`src/verilog/dtc_pkg.sv`:
```
// Shared constants, register map and carrier types of the dual timer/counter unit
package dtc_pkg;

  // Register addresses on the special function register port
  localparam logic [7:0] ADDR_TIMER_CONTROL = 8'h88;
  localparam logic [7:0] ADDR_TIMER_MODE_CONFIG = 8'h89;
  localparam logic [7:0] ADDR_UNIT0_COUNT_LOW = 8'h8A;
  localparam logic [7:0] ADDR_UNIT1_COUNT_LOW = 8'h8B;
  localparam logic [7:0] ADDR_UNIT0_COUNT_HIGH = 8'h8C;
  localparam logic [7:0] ADDR_UNIT1_COUNT_HIGH = 8'h8D;

  localparam logic [7:0] REG_RESET_VALUE = 8'h00;
  localparam logic [7:0] UNMAPPED_READ_VALUE = 8'h00;

  // Field positions in timer_control
  localparam int CTRL_UNIT1_OVERFLOW_FLAG = 7;
  localparam int CTRL_UNIT1_RUN_BIT = 6;
  localparam int CTRL_UNIT0_OVERFLOW_FLAG = 5;
  localparam int CTRL_UNIT0_RUN_BIT = 4;
  localparam int CTRL_EXT_IRQ_B_FLAG = 3;
  localparam int CTRL_EXT_IRQ_B_TYPE = 2;
  localparam int CTRL_EXT_IRQ_A_FLAG = 1;
  localparam int CTRL_EXT_IRQ_A_TYPE = 0;

  // Field positions in timer_mode_config; unit 1 owns the upper nibble
  localparam int MODE_UNIT0_LSB = 0;
  localparam int MODE_UNIT1_LSB = 4;
  localparam int MODE_GATE_OFS = 3;
  localparam int MODE_COUNTER_SELECT_OFS = 2;
  localparam int MODE_FIELD_HIGH_OFS = 1;
  localparam int MODE_FIELD_LOW_OFS = 0;

  // Count widths and limits
  localparam int MODE0_LOW_BITS = 5;
  localparam logic [4:0] MODE0_LOW_FULL = 5'h1F;
  localparam logic [4:0] MODE0_LOW_STEP = 5'h01;
  localparam logic [7:0] BYTE_FULL = 8'hFF;
  localparam logic [7:0] BYTE_STEP = 8'h01;
  localparam logic [7:0] BYTE_ZERO = 8'h00;

  // System clocks per timer tick
  localparam logic [3:0] CLOCKS_PER_TICK_STD = 4'hC;
  localparam logic [3:0] CLOCKS_PER_TICK_FAST = 4'h6;
  localparam logic [3:0] PRESC_STEP = 4'h1;
  localparam logic [3:0] PRESC_ZERO = 4'h0;

  typedef enum logic [1:0] {
    DTC_MODE_13BIT,
    DTC_MODE_16BIT,
    DTC_MODE_RELOAD,
    DTC_MODE_SPLIT
  } dtc_mode_e;

  typedef struct packed {
    logic wr_en;
    logic [7:0] addr;
    logic [7:0] wdata;
  } dtc_sfr_req_s;

  typedef struct packed {
    logic unit1;
    logic unit0;
    logic ext_b;
    logic ext_a;
  } dtc_vec_ack_s;

  typedef struct packed {
    logic samp;
    logic prev;
    logic fall;
  } dtc_pin_s;

  typedef struct packed {
    logic [7:0] ctrl;
    logic [7:0] mode;
    logic [7:0] tl0;
    logic [7:0] tl1;
    logic [7:0] th0;
    logic [7:0] th1;
    logic [3:0] presc;
    logic [7:0] rdata;
  } dtc_state_s;

  // Pins idle high; a low reset sample would fake a level interrupt after reset
  localparam dtc_pin_s DTC_PIN_RST = '{samp: 1'b1, prev: 1'b1, fall: 1'b0};
  localparam dtc_state_s DTC_STATE_RST = '0;

endpackage

```
`src/verilog/dtc_top.sv`:
```
// Dual timer/counter unit with shared control and mode registers
// Operation
// - Timer function ticks once per 12 clocks, or 6 with fast option.
// - Counter function counts falling edges on the unit's count pin.
// - Count pin sampled each clock; high then low sample means an edge.
// - New count visible at end of cycle after the detecting cycle.
// - Counter select bit clear picks timer, set picks pin counting.
// - Mode 00 is 13-bit, 01 is 16-bit cascade, 10 is 8-bit reload.
// - Reload mode refills low byte from high byte on each overflow.
// - Modes 00 to 10 equal for both units; mode 11 differs.
// - Unit 1 in mode 11 stops and holds its count.
// - Unit 0 mode 11: low byte normal, high byte timer under unit 1 run.
// - Gate clear counts on run; gate set also needs interrupt pin high.
// - Run bit zero disables, one enables the unit.
// - Overflow sets flag; software or vector acknowledge clears it.
// - Interrupt type zero is low level, one is falling edge.
// - Interrupt flag set on event; software or service acknowledge clears.
// - 13-bit count uses high byte and low five bits of low byte.
// - Overflow means rollover from all ones to all zeros.
// - Setting the run bit leaves count registers alone.
// - Reload leaves the high byte unchanged.
`timescale 1ns/100ps
module dtc_top
  import dtc_pkg::*;
(
  input wire logic i_clock,
  input wire logic i_reset,
  input wire dtc_sfr_req_s i_sfr,
  input wire dtc_vec_ack_s i_vec_ack,
  input wire logic i_fast_clocking_option,
  input wire logic i_unit0_count_pin,
  input wire logic i_unit1_count_pin,
  input wire logic i_ext_irq_a_pin,
  input wire logic i_ext_irq_b_pin,
  output logic [7:0] o_sfr_rdata,
  output logic [7:0] o_timer_control
);

  dtc_state_s state_ff;
  dtc_state_s nxt_state;

  logic u0_fall;
  logic u1_fall;
  logic xa_fall;
  logic xb_fall;
  logic xa_level;
  logic xb_level;

  logic [3:0] presc_div;
  logic tick;
  dtc_mode_e u0_mode;
  dtc_mode_e u1_mode;
  logic u0_gate;
  logic u1_gate;
  logic u0_counter;
  logic u1_counter;
  logic u0_ev;
  logic u1_ev;
  logic th0_ev;
  logic u0_ovf;
  logic u1_ovf;
  logic wr_ctrl;
  logic wr_mode;
  logic wr_tl0;
  logic wr_tl1;
  logic wr_th0;
  logic wr_th1;
  logic [16:0] u0_step;
  logic [16:0] u1_step;
  logic [7:0] ctrl_v;

  dtc_pin_edge u_unit0_pin (
    .i_clock(i_clock),
    .i_reset(i_reset),
    .i_pin(i_unit0_count_pin),
    .o_fall(u0_fall),
    .o_level()
  );

  dtc_pin_edge u_unit1_pin (
    .i_clock(i_clock),
    .i_reset(i_reset),
    .i_pin(i_unit1_count_pin),
    .o_fall(u1_fall),
    .o_level()
  );

  dtc_pin_edge u_ext_a_pin (
    .i_clock(i_clock),
    .i_reset(i_reset),
    .i_pin(i_ext_irq_a_pin),
    .o_fall(xa_fall),
    .o_level(xa_level)
  );

  dtc_pin_edge u_ext_b_pin (
    .i_clock(i_clock),
    .i_reset(i_reset),
    .i_pin(i_ext_irq_b_pin),
    .o_fall(xb_fall),
    .o_level(xb_level)
  );

  // One count step for modes 00, 01 and 10; returns {overflow, high, low}
  function automatic logic [16:0] dtc_step(input dtc_mode_e m, input logic [7:0] lo,
                                           input logic [7:0] hi);
    logic [7:0] nlo;
    logic [7:0] nhi;
    logic ovf;
    nlo = lo;
    nhi = hi;
    ovf = 1'b0;
    case (m)
      DTC_MODE_13BIT: begin
        // Upper low-byte bits are left as they are
        nlo[MODE0_LOW_BITS-1:0] = lo[MODE0_LOW_BITS-1:0] + MODE0_LOW_STEP;
        if (lo[MODE0_LOW_BITS-1:0] == MODE0_LOW_FULL) begin
          nhi = hi + BYTE_STEP;
          ovf = (hi == BYTE_FULL);
        end
      end
      DTC_MODE_16BIT: begin
        nlo = lo + BYTE_STEP;
        if (lo == BYTE_FULL) begin
          nhi = hi + BYTE_STEP;
          ovf = (hi == BYTE_FULL);
        end
      end
      DTC_MODE_RELOAD: begin
        if (lo == BYTE_FULL) begin
          nlo = hi;
          ovf = 1'b1;
        end else begin
          nlo = lo + BYTE_STEP;
        end
      end
      default: begin
        nlo = lo;
      end
    endcase
    return {ovf, nhi, nlo};
  endfunction

  always_comb begin
    nxt_state = state_ff;

    wr_ctrl = 1'b0;
    wr_mode = 1'b0;
    wr_tl0 = 1'b0;
    wr_tl1 = 1'b0;
    wr_th0 = 1'b0;
    wr_th1 = 1'b0;
    if (i_sfr.wr_en) begin
      if (i_sfr.addr == ADDR_TIMER_CONTROL) begin
        wr_ctrl = 1'b1;
      end else if (i_sfr.addr == ADDR_TIMER_MODE_CONFIG) begin
        wr_mode = 1'b1;
      end else if (i_sfr.addr == ADDR_UNIT0_COUNT_LOW) begin
        wr_tl0 = 1'b1;
      end else if (i_sfr.addr == ADDR_UNIT1_COUNT_LOW) begin
        wr_tl1 = 1'b1;
      end else if (i_sfr.addr == ADDR_UNIT0_COUNT_HIGH) begin
        wr_th0 = 1'b1;
      end else if (i_sfr.addr == ADDR_UNIT1_COUNT_HIGH) begin
        wr_th1 = 1'b1;
      end
    end

    // Prescaler; compare with >= so a live switch of the option cannot overrun
    presc_div = i_fast_clocking_option ? CLOCKS_PER_TICK_FAST : CLOCKS_PER_TICK_STD;
    tick = (state_ff.presc >= (presc_div - PRESC_STEP));
    nxt_state.presc = tick ? PRESC_ZERO : state_ff.presc + PRESC_STEP;

    u0_mode = dtc_mode_e'(state_ff.mode[MODE_UNIT0_LSB+MODE_FIELD_HIGH_OFS -:2]);
    u1_mode = dtc_mode_e'(state_ff.mode[MODE_UNIT1_LSB+MODE_FIELD_HIGH_OFS -:2]);
    u0_gate = state_ff.mode[MODE_UNIT0_LSB+MODE_GATE_OFS];
    u1_gate = state_ff.mode[MODE_UNIT1_LSB+MODE_GATE_OFS];
    u0_counter = state_ff.mode[MODE_UNIT0_LSB+MODE_COUNTER_SELECT_OFS];
    u1_counter = state_ff.mode[MODE_UNIT1_LSB+MODE_COUNTER_SELECT_OFS];

    // Count source and enable per unit
    u0_ev = (u0_counter ? u0_fall : tick)
            & state_ff.ctrl[CTRL_UNIT0_RUN_BIT]
            & (~u0_gate | i_ext_irq_a_pin);
    u1_ev = (u1_counter ? u1_fall : tick)
            & state_ff.ctrl[CTRL_UNIT1_RUN_BIT]
            & (~u1_gate | i_ext_irq_b_pin);
    // Split high byte: timer only, run by unit 1's run bit
    th0_ev = tick & state_ff.ctrl[CTRL_UNIT1_RUN_BIT];

    u0_step = dtc_step(u0_mode, state_ff.tl0, state_ff.th0);
    u1_step = dtc_step(u1_mode, state_ff.tl1, state_ff.th1);
    u0_ovf = 1'b0;
    u1_ovf = 1'b0;

    if (u0_mode == DTC_MODE_SPLIT) begin
      if (u0_ev) begin
        nxt_state.tl0 = state_ff.tl0 + BYTE_STEP;
        u0_ovf = (state_ff.tl0 == BYTE_FULL);
      end
      if (th0_ev) begin
        nxt_state.th0 = state_ff.th0 + BYTE_STEP;
        u1_ovf = (state_ff.th0 == BYTE_FULL);
      end
    end else if (u0_ev) begin
      nxt_state.tl0 = u0_step[7:0];
      nxt_state.th0 = u0_step[15:8];
      u0_ovf = u0_step[16];
    end

    // Unit 1 mode 11 holds; its flag belongs to the split high byte while unit 0 is in mode 11
    if (u1_mode != DTC_MODE_SPLIT && u1_ev) begin
      nxt_state.tl1 = u1_step[7:0];
      nxt_state.th1 = u1_step[15:8];
      if (u0_mode != DTC_MODE_SPLIT) begin
        u1_ovf = u1_step[16];
      end
    end

    // Software writes override the same-cycle increment
    if (wr_tl0) begin
      nxt_state.tl0 = i_sfr.wdata;
    end
    if (wr_th0) begin
      nxt_state.th0 = i_sfr.wdata;
    end
    if (wr_tl1) begin
      nxt_state.tl1 = i_sfr.wdata;
    end
    if (wr_th1) begin
      nxt_state.th1 = i_sfr.wdata;
    end
    if (wr_mode) begin
      nxt_state.mode = i_sfr.wdata;
    end

    // Control: write, then acknowledge clears, then hardware sets win
    ctrl_v = wr_ctrl ? i_sfr.wdata : state_ff.ctrl;
    if (i_vec_ack.unit0) begin
      ctrl_v[CTRL_UNIT0_OVERFLOW_FLAG] = 1'b0;
    end
    if (i_vec_ack.unit1) begin
      ctrl_v[CTRL_UNIT1_OVERFLOW_FLAG] = 1'b0;
    end
    if (i_vec_ack.ext_a) begin
      ctrl_v[CTRL_EXT_IRQ_A_FLAG] = 1'b0;
    end
    if (i_vec_ack.ext_b) begin
      ctrl_v[CTRL_EXT_IRQ_B_FLAG] = 1'b0;
    end
    if (u0_ovf) begin
      ctrl_v[CTRL_UNIT0_OVERFLOW_FLAG] = 1'b1;
    end
    if (u1_ovf) begin
      ctrl_v[CTRL_UNIT1_OVERFLOW_FLAG] = 1'b1;
    end
    // A held-low level pin re-sets its flag after every clear
    if (state_ff.ctrl[CTRL_EXT_IRQ_A_TYPE] ? xa_fall : ~xa_level) begin
      ctrl_v[CTRL_EXT_IRQ_A_FLAG] = 1'b1;
    end
    if (state_ff.ctrl[CTRL_EXT_IRQ_B_TYPE] ? xb_fall : ~xb_level) begin
      ctrl_v[CTRL_EXT_IRQ_B_FLAG] = 1'b1;
    end
    nxt_state.ctrl = ctrl_v;

    // Read data: value before this cycle's update, answered next cycle
    if (i_sfr.addr == ADDR_TIMER_CONTROL) begin
      nxt_state.rdata = state_ff.ctrl;
    end else if (i_sfr.addr == ADDR_TIMER_MODE_CONFIG) begin
      nxt_state.rdata = state_ff.mode;
    end else if (i_sfr.addr == ADDR_UNIT0_COUNT_LOW) begin
      nxt_state.rdata = state_ff.tl0;
    end else if (i_sfr.addr == ADDR_UNIT1_COUNT_LOW) begin
      nxt_state.rdata = state_ff.tl1;
    end else if (i_sfr.addr == ADDR_UNIT0_COUNT_HIGH) begin
      nxt_state.rdata = state_ff.th0;
    end else if (i_sfr.addr == ADDR_UNIT1_COUNT_HIGH) begin
      nxt_state.rdata = state_ff.th1;
    end else begin
      nxt_state.rdata = UNMAPPED_READ_VALUE;
    end
  end

  always_ff @(posedge i_clock) begin
    if (i_reset) begin
      state_ff <= DTC_STATE_RST;
    end else begin
      state_ff <= nxt_state;
    end
  end

  assign o_sfr_rdata = state_ff.rdata;
  assign o_timer_control = state_ff.ctrl;
endmodule

```
`src/verilog/dtc_pin_edge.sv`:
```
// Pin sampler with falling-edge detect for count and interrupt pins
`timescale 1ns/100ps
module dtc_pin_edge
  import dtc_pkg::*;
(
  input wire logic i_clock,
  input wire logic i_reset,
  input wire logic i_pin,
  output logic o_fall,
  output logic o_level
);

  dtc_pin_s state_ff;
  dtc_pin_s nxt_state;

  always_comb begin
    nxt_state = state_ff;
    nxt_state.samp = i_pin;
    nxt_state.prev = state_ff.samp;
    // High sample followed by low sample; registered so the count lands a cycle later
    nxt_state.fall = state_ff.prev & ~state_ff.samp;
  end

  always_ff @(posedge i_clock) begin
    if (i_reset) begin
      state_ff <= DTC_PIN_RST;
    end else begin
      state_ff <= nxt_state;
    end
  end

  assign o_fall = state_ff.fall;
  assign o_level = state_ff.samp;

endmodule

```
`config.mk`:
```
export PLATFORM = sky130hd
export DESIGN_NAME = dtc_top
export DESIGN_NICKNAME = d
export VERILOG_FILES = /design/src/verilog/dtc_pkg.sv /design/src/verilog/dtc_top.sv /design/src/verilog/dtc_pin_edge.sv
export SDC_FILE = /design/constraint.sdc
export NUM_CORES = 1
export LEC_CHECK = 0
export BUFFER_PORTS_ARGS = -buffer_cell sky130_fd_sc_hd__buf_2
export CAP_MARGIN = 20
export CORE_MARGIN = 5
export CORE_UTILIZATION = 35
export CTS_CLUSTER_SIZE = 28
export DETAILED_ROUTE_END_ITERATION = 8
export PLACE_DENSITY = 0.63
export SYNTH_ARGS = -nofsm -noshare
export SYNTH_HDL_FRONTEND = slang
export SYNTH_HIERARCHICAL = 1
export SYNTH_SLANG_ARGS = --single-unit
export TNS_END_PERCENT = 5
```
`constraint.sdc`:
```
create_clock -name i_clock -period 7 [get_ports i_clock]
set_input_delay 1.4 -clock i_clock [delete_from_list [all_inputs] [get_ports i_clock]]
set_output_delay 1.4 -clock i_clock [all_outputs]
set_load 0.02 [all_outputs]
```
== Yosys cells after proc, flatten, opt, wreduce, memory -nomap -nowiden ==
Cells that the tools add are included.

* Register bits: 72
* Bits in latches: 0
* RAM bits: 0
* Bits in read-only memories: 0
* Output and inout bits: 16
* Memories kept: 0

* Add/subtract/negate cells: 8
* $mul: 0
* Divide/modulo/power cells: 0
* $lt $le $gt $ge: 1
* Eq/ne operators: 24
* Shift operators: 0
* Multiplexer cells: 86
* Bitwise gates (word level): 17
* Reductions and logical operators: 24

{| class="wikitable"
|+ Operators by type and width
! kind !! count
|-
| $mux 8 || 25
|-
| $eq 8x8->1 const B || 10
|-
| $mux 1 || 52
|-
| $add 8x1->8 const B || 4
|-
| $pmux 8 s2 || 2
|-
| $pmux 5 s3 || 2
|-
| $reduce_bool 3->1 || 7
|-
| $pmux 3 s2 || 2
|-
| $reduce_bool 4->1 || 3
|-
| $add 5x1->5 const B || 2
|-
| $eq 5x5->1 const B || 2
|-
| $and 1x1->1 || 9
|-
| $ne 3x3->1 const B || 3
|-
| $ne 4x4->1 const B || 2
|-
| $reduce_and 2->1 || 4
|-
| $eq 2x2->1 const B || 3
|-
| $not 1->1 || 6
|-
| $pmux 1 s3 || 2
|-
| $reduce_bool 2->1 || 3
|-
| $reduce_and 5->1 || 1
|-
| $reduce_bool 5->1 || 1
|-
| $add 4x1->4 const B || 1
|-
| $eq 2x1->1 const B || 2
|-
| $ge 4x4->1 || 1
|-
| 8 further kinds || 11
|}

== Longest topological paths before layout ==
* Depth in word-level cells: 10
* Mapped depth: 10
* Gate-level depth less buffers: 9

== Cells and area by module ==
The synthesis kept the hierarchy.

{| class="wikitable"
|+ Modules (own cells, without submodules)
! module !! times used !! cells an instance !! area an instance (um^2)
|-
| dtc_top || 1 || 510 || 4110.2
|-
| dtc_pin_edge || 4 || 6 || 80.1
|}

== Worst setup path after synthesis ==
OpenSTA, ideal clock, no wires.

* Path type: input-to-reg
* Start point: input port i_fast_clocking_option
* End point: register state_ff[26] (netlist name)
* Library setup time: 86 ps
* Arrival: 3016 ps
* Required time: 6914 ps
* Setup slack: 3899 ps
* Stages: 7
* Buffers on the path: 1
* Cell sequence: ha_1 > a211oi_1 > o21ai_0 > a21oi_1 > buf_4 > o31ai_1 > a211oi_1

* Cells in the longest elaborated chain, start to end: 8
* Elaborated cells on any way between the ends: 10
* Those cells by class: 1 x add/sub; 1 x order compare; 1 x eq/ne; 2 x mux; 3 x bitwise; 2 x reduce/logical

{| class="wikitable"
|+ RTL lines
! element !! line !! source
|-
| start, declared || dtc_top.sv:30 || <nowiki>input wire logic i_fast_clocking_option,</nowiki>
|-
| $mux 4 * || dtc_top.sv:170 || <nowiki>presc_div = i_fast_clocking_option ? CLOCKS_PER_TICK_FAST : CLOCKS_PER_TICK_STD;</nowiki>
|-
| $sub 4x1->4 * || dtc_top.sv:171 || <nowiki>tick = (state_ff.presc >= (presc_div - PRESC_STEP));</nowiki>
|-
| $ge 4x4->1 * || dtc_top.sv:171 ||
|-
| $mux 1 || dtc_top.sv:182 || <nowiki>u0_ev = (u0_counter ? u0_fall : tick)</nowiki>
|-
| $and 1x1->1 || dtc_top.sv:183 || <nowiki>& state_ff.ctrl[CTRL_UNIT0_RUN_BIT]</nowiki>
|-
| $and 1x1->1 || dtc_top.sv:184 || <nowiki>& (~u0_gate | i_ext_irq_a_pin);</nowiki>
|-
| $reduce_bool 3->1 (no source line) || n/a ||
|-
| $reduce_and 5->1 (no source line) * || n/a ||
|-
| end signal, assigned || dtc_top.sv:288 || <nowiki>state_ff <= nxt_state;</nowiki>
|-
| end, declared || dtc_top.sv:39 || <nowiki>dtc_state_s state_ff;</nowiki>
|}

Mark *: on every way between the ends. The rest lies on a longest branch, timed or not.
A chain may end at the register's enable or synchronous reset.

== Final worst setup path ==
Ends and elaborated chain as after synthesis.

==> results by stage <==
Critical path:
- The most frequent cell on the critical path is sky130_fd_sc_hd__a211oi_1.
- The arrival time at the worst endpoint is 3790 ps.
- The setup path with the least slack is of type in2reg.
- In this design, the stage delay of the slowest critical-path cell is around 850 ps.
- In this run the critical register-to-register path is launched from state_ff[36]$_SDFFE_PP0P_.
- The slowest stage of the critical path is the sky130_fd_sc_hd__a21oi_1 cell.
- The worst register-to-register path has a setup slack of between 4000 and 5000 ps.
- The cell depth of the worst flop-to-flop path is 9.
- In this run the worst path has a maximum fanout of 16.
- Traced cell by cell, the critical path runs through buf_2 > ha_1 > a211oi_1 > o21ai_0 > a21oi_1 > o31ai_1 > a211oi_1.
- Among cell families on the critical path, the largest total delay comes from compound AO/OA/AOI/OAI gates.
- STA puts the critical path data required time at 7250 ps.
- The end of the worst register-to-register path is state_ff[25]$_SDFFE_PP0P_.
- The combined buffer and inverter count along the critical path is 1.
- STA classifies the critical path startpoint as a primary input.
- STA classifies the critical path endpoint as a flop.

Timing:
- Setup repair after global routing left no endpoint under its margin.
- The summed negative setup slack over all endpoints is 0 ps.
- For the pin with the worst max-slew slack, the measured transition is between 900 and 1000 ps.
- The final max-slew violation count was 0.
- The worst path uses between 50% and 60% of the clock period.
- On the final layout, the worst clock skew is about 5.6 ps.
- Counting I/O delays and the setup requirement, the final critical path takes around 3500 ps.
- The worst-case headroom to the max-slew limit is approximately a third.
- Based on the critical path, the design can be clocked at up to 0.282 GHz.
- The number of setup violations in the final report is 0.
- The hold violation count in the final report came to 0.

Yosys:
- The mean post-synth cell area is between 8 and 9 µm².
- In this run the cell area of the synthesized design comes to between 4000 and 5000 µm².
- The post-synthesis net count is between 500 and 600.
- Counting flops with an async set or reset pin after synthesis yields a share of 0%.
- The number of distinct standard cells referenced by the synthesized netlist is 63.
- For this run, the number of Yosys warnings is 6.
- The portion of the post-synthesis area used by sequential elements is roughly a third.
- The count of flip-flops with a built-in enable after synthesis is 0.
- The number of instances in the synthesized netlist is approximately 530.
- The most common flop cell mapped by yosys is sky130_fd_sc_hd__dfxtp_1.
- The number of synthesized register bits is 72.

Placed design:
- The global placement routability congestion is between 0.9 and 1.
- Input and output buffers added on the ports amount to 43.
- The detailed placer's ending HPWL is roughly 10 mm.
- The number of placed instances with taps included is slightly above 700.

Drt:
- The number of nets with antenna violations after routing is 0.
- The detailed-routed wire length on met2 is around 6.2 mm.
- The number of violations reported at the end of detailed-routing iteration 0 is approximately 490.
- The count of unresolved DRC violations after routing is 0.
- The routed via count is between 4,000 and 5,000.
- The total length of routed met3 wires is about 810 µm.
- The topmost layer with routed signal wires is met4.
- Using the TritonRoute via totals, the vias-per-cell ratio works out to 5.85.
- The first detailed-routing pass ran for 5 iterations.
- Dividing the detail-routed wire length by the instance count gives about 19 µm.
- For this block, wires on met1 add up to roughly 6.3 mm.
- The final routed wirelength across all metal layers is ~14 mm.

Floorplanning:
- The initial cell density of the core is a little over a third.
- For this design the top-level I/O count stands at between 40 and 50.
- The floorplan step set the die height to about 120 µm.
- The floorplan has 41 rows.
- The full die area is around 15,000 µm².
- The region available for standard cell placement spans 12,500 µm².
- From left edge to right edge, the die measures between 100 and 150 µm.

Layout:
- Counting the fill cells in the layout gives about 1,300.
- The growth of design area from synthesis to finish is 11.9%.
- The number of standard cells in the layout, taps in and fillers out is roughly 730.
- For this run, the post-layout net count is roughly 600.
- The number of diodes is 0.
- state_ff holds more flip-flops than any other register.
- The register with the most flip-flops in the layout has 44 of them.
- Cells with a size suffix above 1 make up between 10% and 20% of the layout.

Power and ir drop:
- The design draws 944 µW.
- Across the VDD grid, the largest voltage drop is 121 µV.
- For this design the static power due to leakage is ~0.0018 µW.
- The power density over the cells is 191 nW/µm².

Clock tree:
- Once the clock tree was built, the resizer swapped 0 gates to a different size.
- The clock net in this run drives a total of 72 sinks.
- Clock-pin slew was measured on the worst setup and hold paths at ~60 ps.
- The clock passes through at most 2 buffers.
- The H-tree depth reported by CTS is 3.
- The buffers inserted during post-CTS setup optimization is 0.
- TritonCTS created 9 clock buffers.
- CTS placed an instance of sky130_fd_sc_hd__clkbuf_16 at the clock tree root.
- Buffers inserted to repair hold after CTS numbered 0.
- The worst-skew pair later-pin latency is 340 ps.
- The TritonCTS clock tree is yes.

Worst hold path:
- The class of the most critical hold timing path is reg2reg.
- The worst hold path depth is 1.
- In this run the most critical hold path is launched from u_unit1_pin/o_level$_SDFF_PP1_.
- For hold timing, the worst endpoint is u_unit1_pin/o_fall$_SDFF_PP0_.

GRT:
- The first-pass GRT wire length is approximately 21 mm.
- The maximum number of pins on one net before global-route repair is between 50 and 60.
- The number of global-route vias before repair was 3,890.
- The number of antenna violations at the first check in global routing is 0.
- The total overflow reported by the global router is 0.
- Across every metal layer, demand over resource in global routing totals a little under a fifth.

Run status:
- The flow ran to the end, and the final reports show no timing, DRC or antenna violations.

Job:
- The max-cap check violation count is 0.
[where the power goes]
| part | switching (µW) | internal [µW] | leakage (µW) | total (µW) |
|---|---|---|---|---|
| clock | 184 | 277 | 0.000135 | 460 |
| sequential | 4.85 | 416 | 0.000583 | 421 |
| combinational | 40.5 | 22.2 | 0.00113 | 62.7 |
[layout make-up]
cell class	count	area, µm²	share of cell area [%]
clock buffers	10	229	4.62
flip-flops and latches	72	1440	29.1
inverters	19	71.3	1.44
multi-input cells	403	2700	54.5
repair buffers	45	230	4.65
clock inverters	6	70.1	1.41
well taps	172	215	4.34
[worst register-to-register path, delay by kind of cell, from the launching register on]
kind                     cells  cell delay [ps]
AO/OA/AOI/OAI                2              330
adder cells (fa/ha/maj)      2              440
buffers and inverters        1              180
flip-flops                   1              470
AND/OR/NAND/NOR              4             1310
[per-stage QoR]
step	area, µm²	utilization (%)	hold WS [ps]	setup slack (ps)
2_1_floorplan	4430	-	387	3900
3_3_place_gp	4660	37.2	399	3300
3_5_place_dp	4660	37.2	406	3110
4_1_cts	4960	39.6	415	3460
5_1_grt	4960	39.6	433	3140
6_report	4960	39.6	410	3460
[kinds of logic after synthesis]
kind of cell / after synthesis / share of synthesized area [%]
AOI/OAI and AO/OA: 149 / 23.0
xor gates and xnor gates: 9 / 1.78
adders and majority gates: 19 / 5.37
buffers and inverters: 59 / 6.55
DFF: 72 / 32.5
muxes: 30 / 6.83
and+or+nand+nor: 196 / 24.0
[Yosys cell counts (all sizes together) (12+ instances only)]
library cell / n / area, µm²
clkbuf: 15 / 56.3
ha: 19 / 238
nor3: 13 / 70.1
nand3: 27 / 140
inv: 19 / 71.3
o21ai: 37 / 193
nor2: 40 / 150
o31ai: 12 / 90.1
a21oi: 21 / 105
mux2i: 28 / 280
nand2: 35 / 131
buf: 25 / 163
dfxtp: 72 / 1440
[layout by cell type (no fill, tap or decap), types with 8 or more instances in the layout]
cell type / Yosys / layout
sky130_fd_sc_hd__or3_1: 10 / 10
sky130_fd_sc_hd__nand3_1: 26 / 26
sky130_fd_sc_hd__clkbuf_16: 0 / 9
sky130_fd_sc_hd__nand2_1: 35 / 35
sky130_fd_sc_hd__ha_1: 19 / 19
sky130_fd_sc_hd__o21ai_0: 35 / 35
sky130_fd_sc_hd__nor2_1: 40 / 40
sky130_fd_sc_hd__a211oi_1: 11 / 11
sky130_fd_sc_hd__o22ai_1: 9 / 9
sky130_fd_sc_hd__nand2b_1: 8 / 8
sky130_fd_sc_hd__a21oi_1: 21 / 21
sky130_fd_sc_hd__a31oi_1: 8 / 8
sky130_fd_sc_hd__mux2i_1: 28 / 28
sky130_fd_sc_hd__or2_1: 8 / 8
sky130_fd_sc_hd__nor3_1: 12 / 12
sky130_fd_sc_hd__a311oi_1: 10 / 10
sky130_fd_sc_hd__o31ai_1: 12 / 12
sky130_fd_sc_hd__dfxtp_1: 72 / 72
sky130_fd_sc_hd__nand4_1: 10 / 10
sky130_fd_sc_hd__inv_1: 19 / 19
sky130_fd_sc_hd__buf_2: 4 / 43
[metal layers]
metal / vias to the layer above / GRT usage (%)
met2: 141 / 28.1
met1: 2042 / 25.5
li1: 2030 / -
met3: 37 / 3.50
met4: 0 / 7.35
met5: - / 0
[worst max path at each step]
stage                      startpoint                        end  slack [ps]  cells past startpoint
3_3_place_gp   i_fast_clocking_option  state_ff[26]$_SDFFE_PP0P_        3300                      7
6_report       i_fast_clocking_option  state_ff[26]$_SDFFE_PP0P_        3460                      7
3_5_place_dp   i_fast_clocking_option  state_ff[26]$_SDFFE_PP0P_        3110                      7
5_1_grt        i_fast_clocking_option  state_ff[26]$_SDFFE_PP0P_        3140                      7
2_1_floorplan  i_fast_clocking_option  state_ff[26]$_SDFFE_PP0P_        3900                      7
4_1_cts        i_fast_clocking_option  state_ff[26]$_SDFFE_PP0P_        3460                      7
Note: power is estimated with default switching activity, not from simulation.
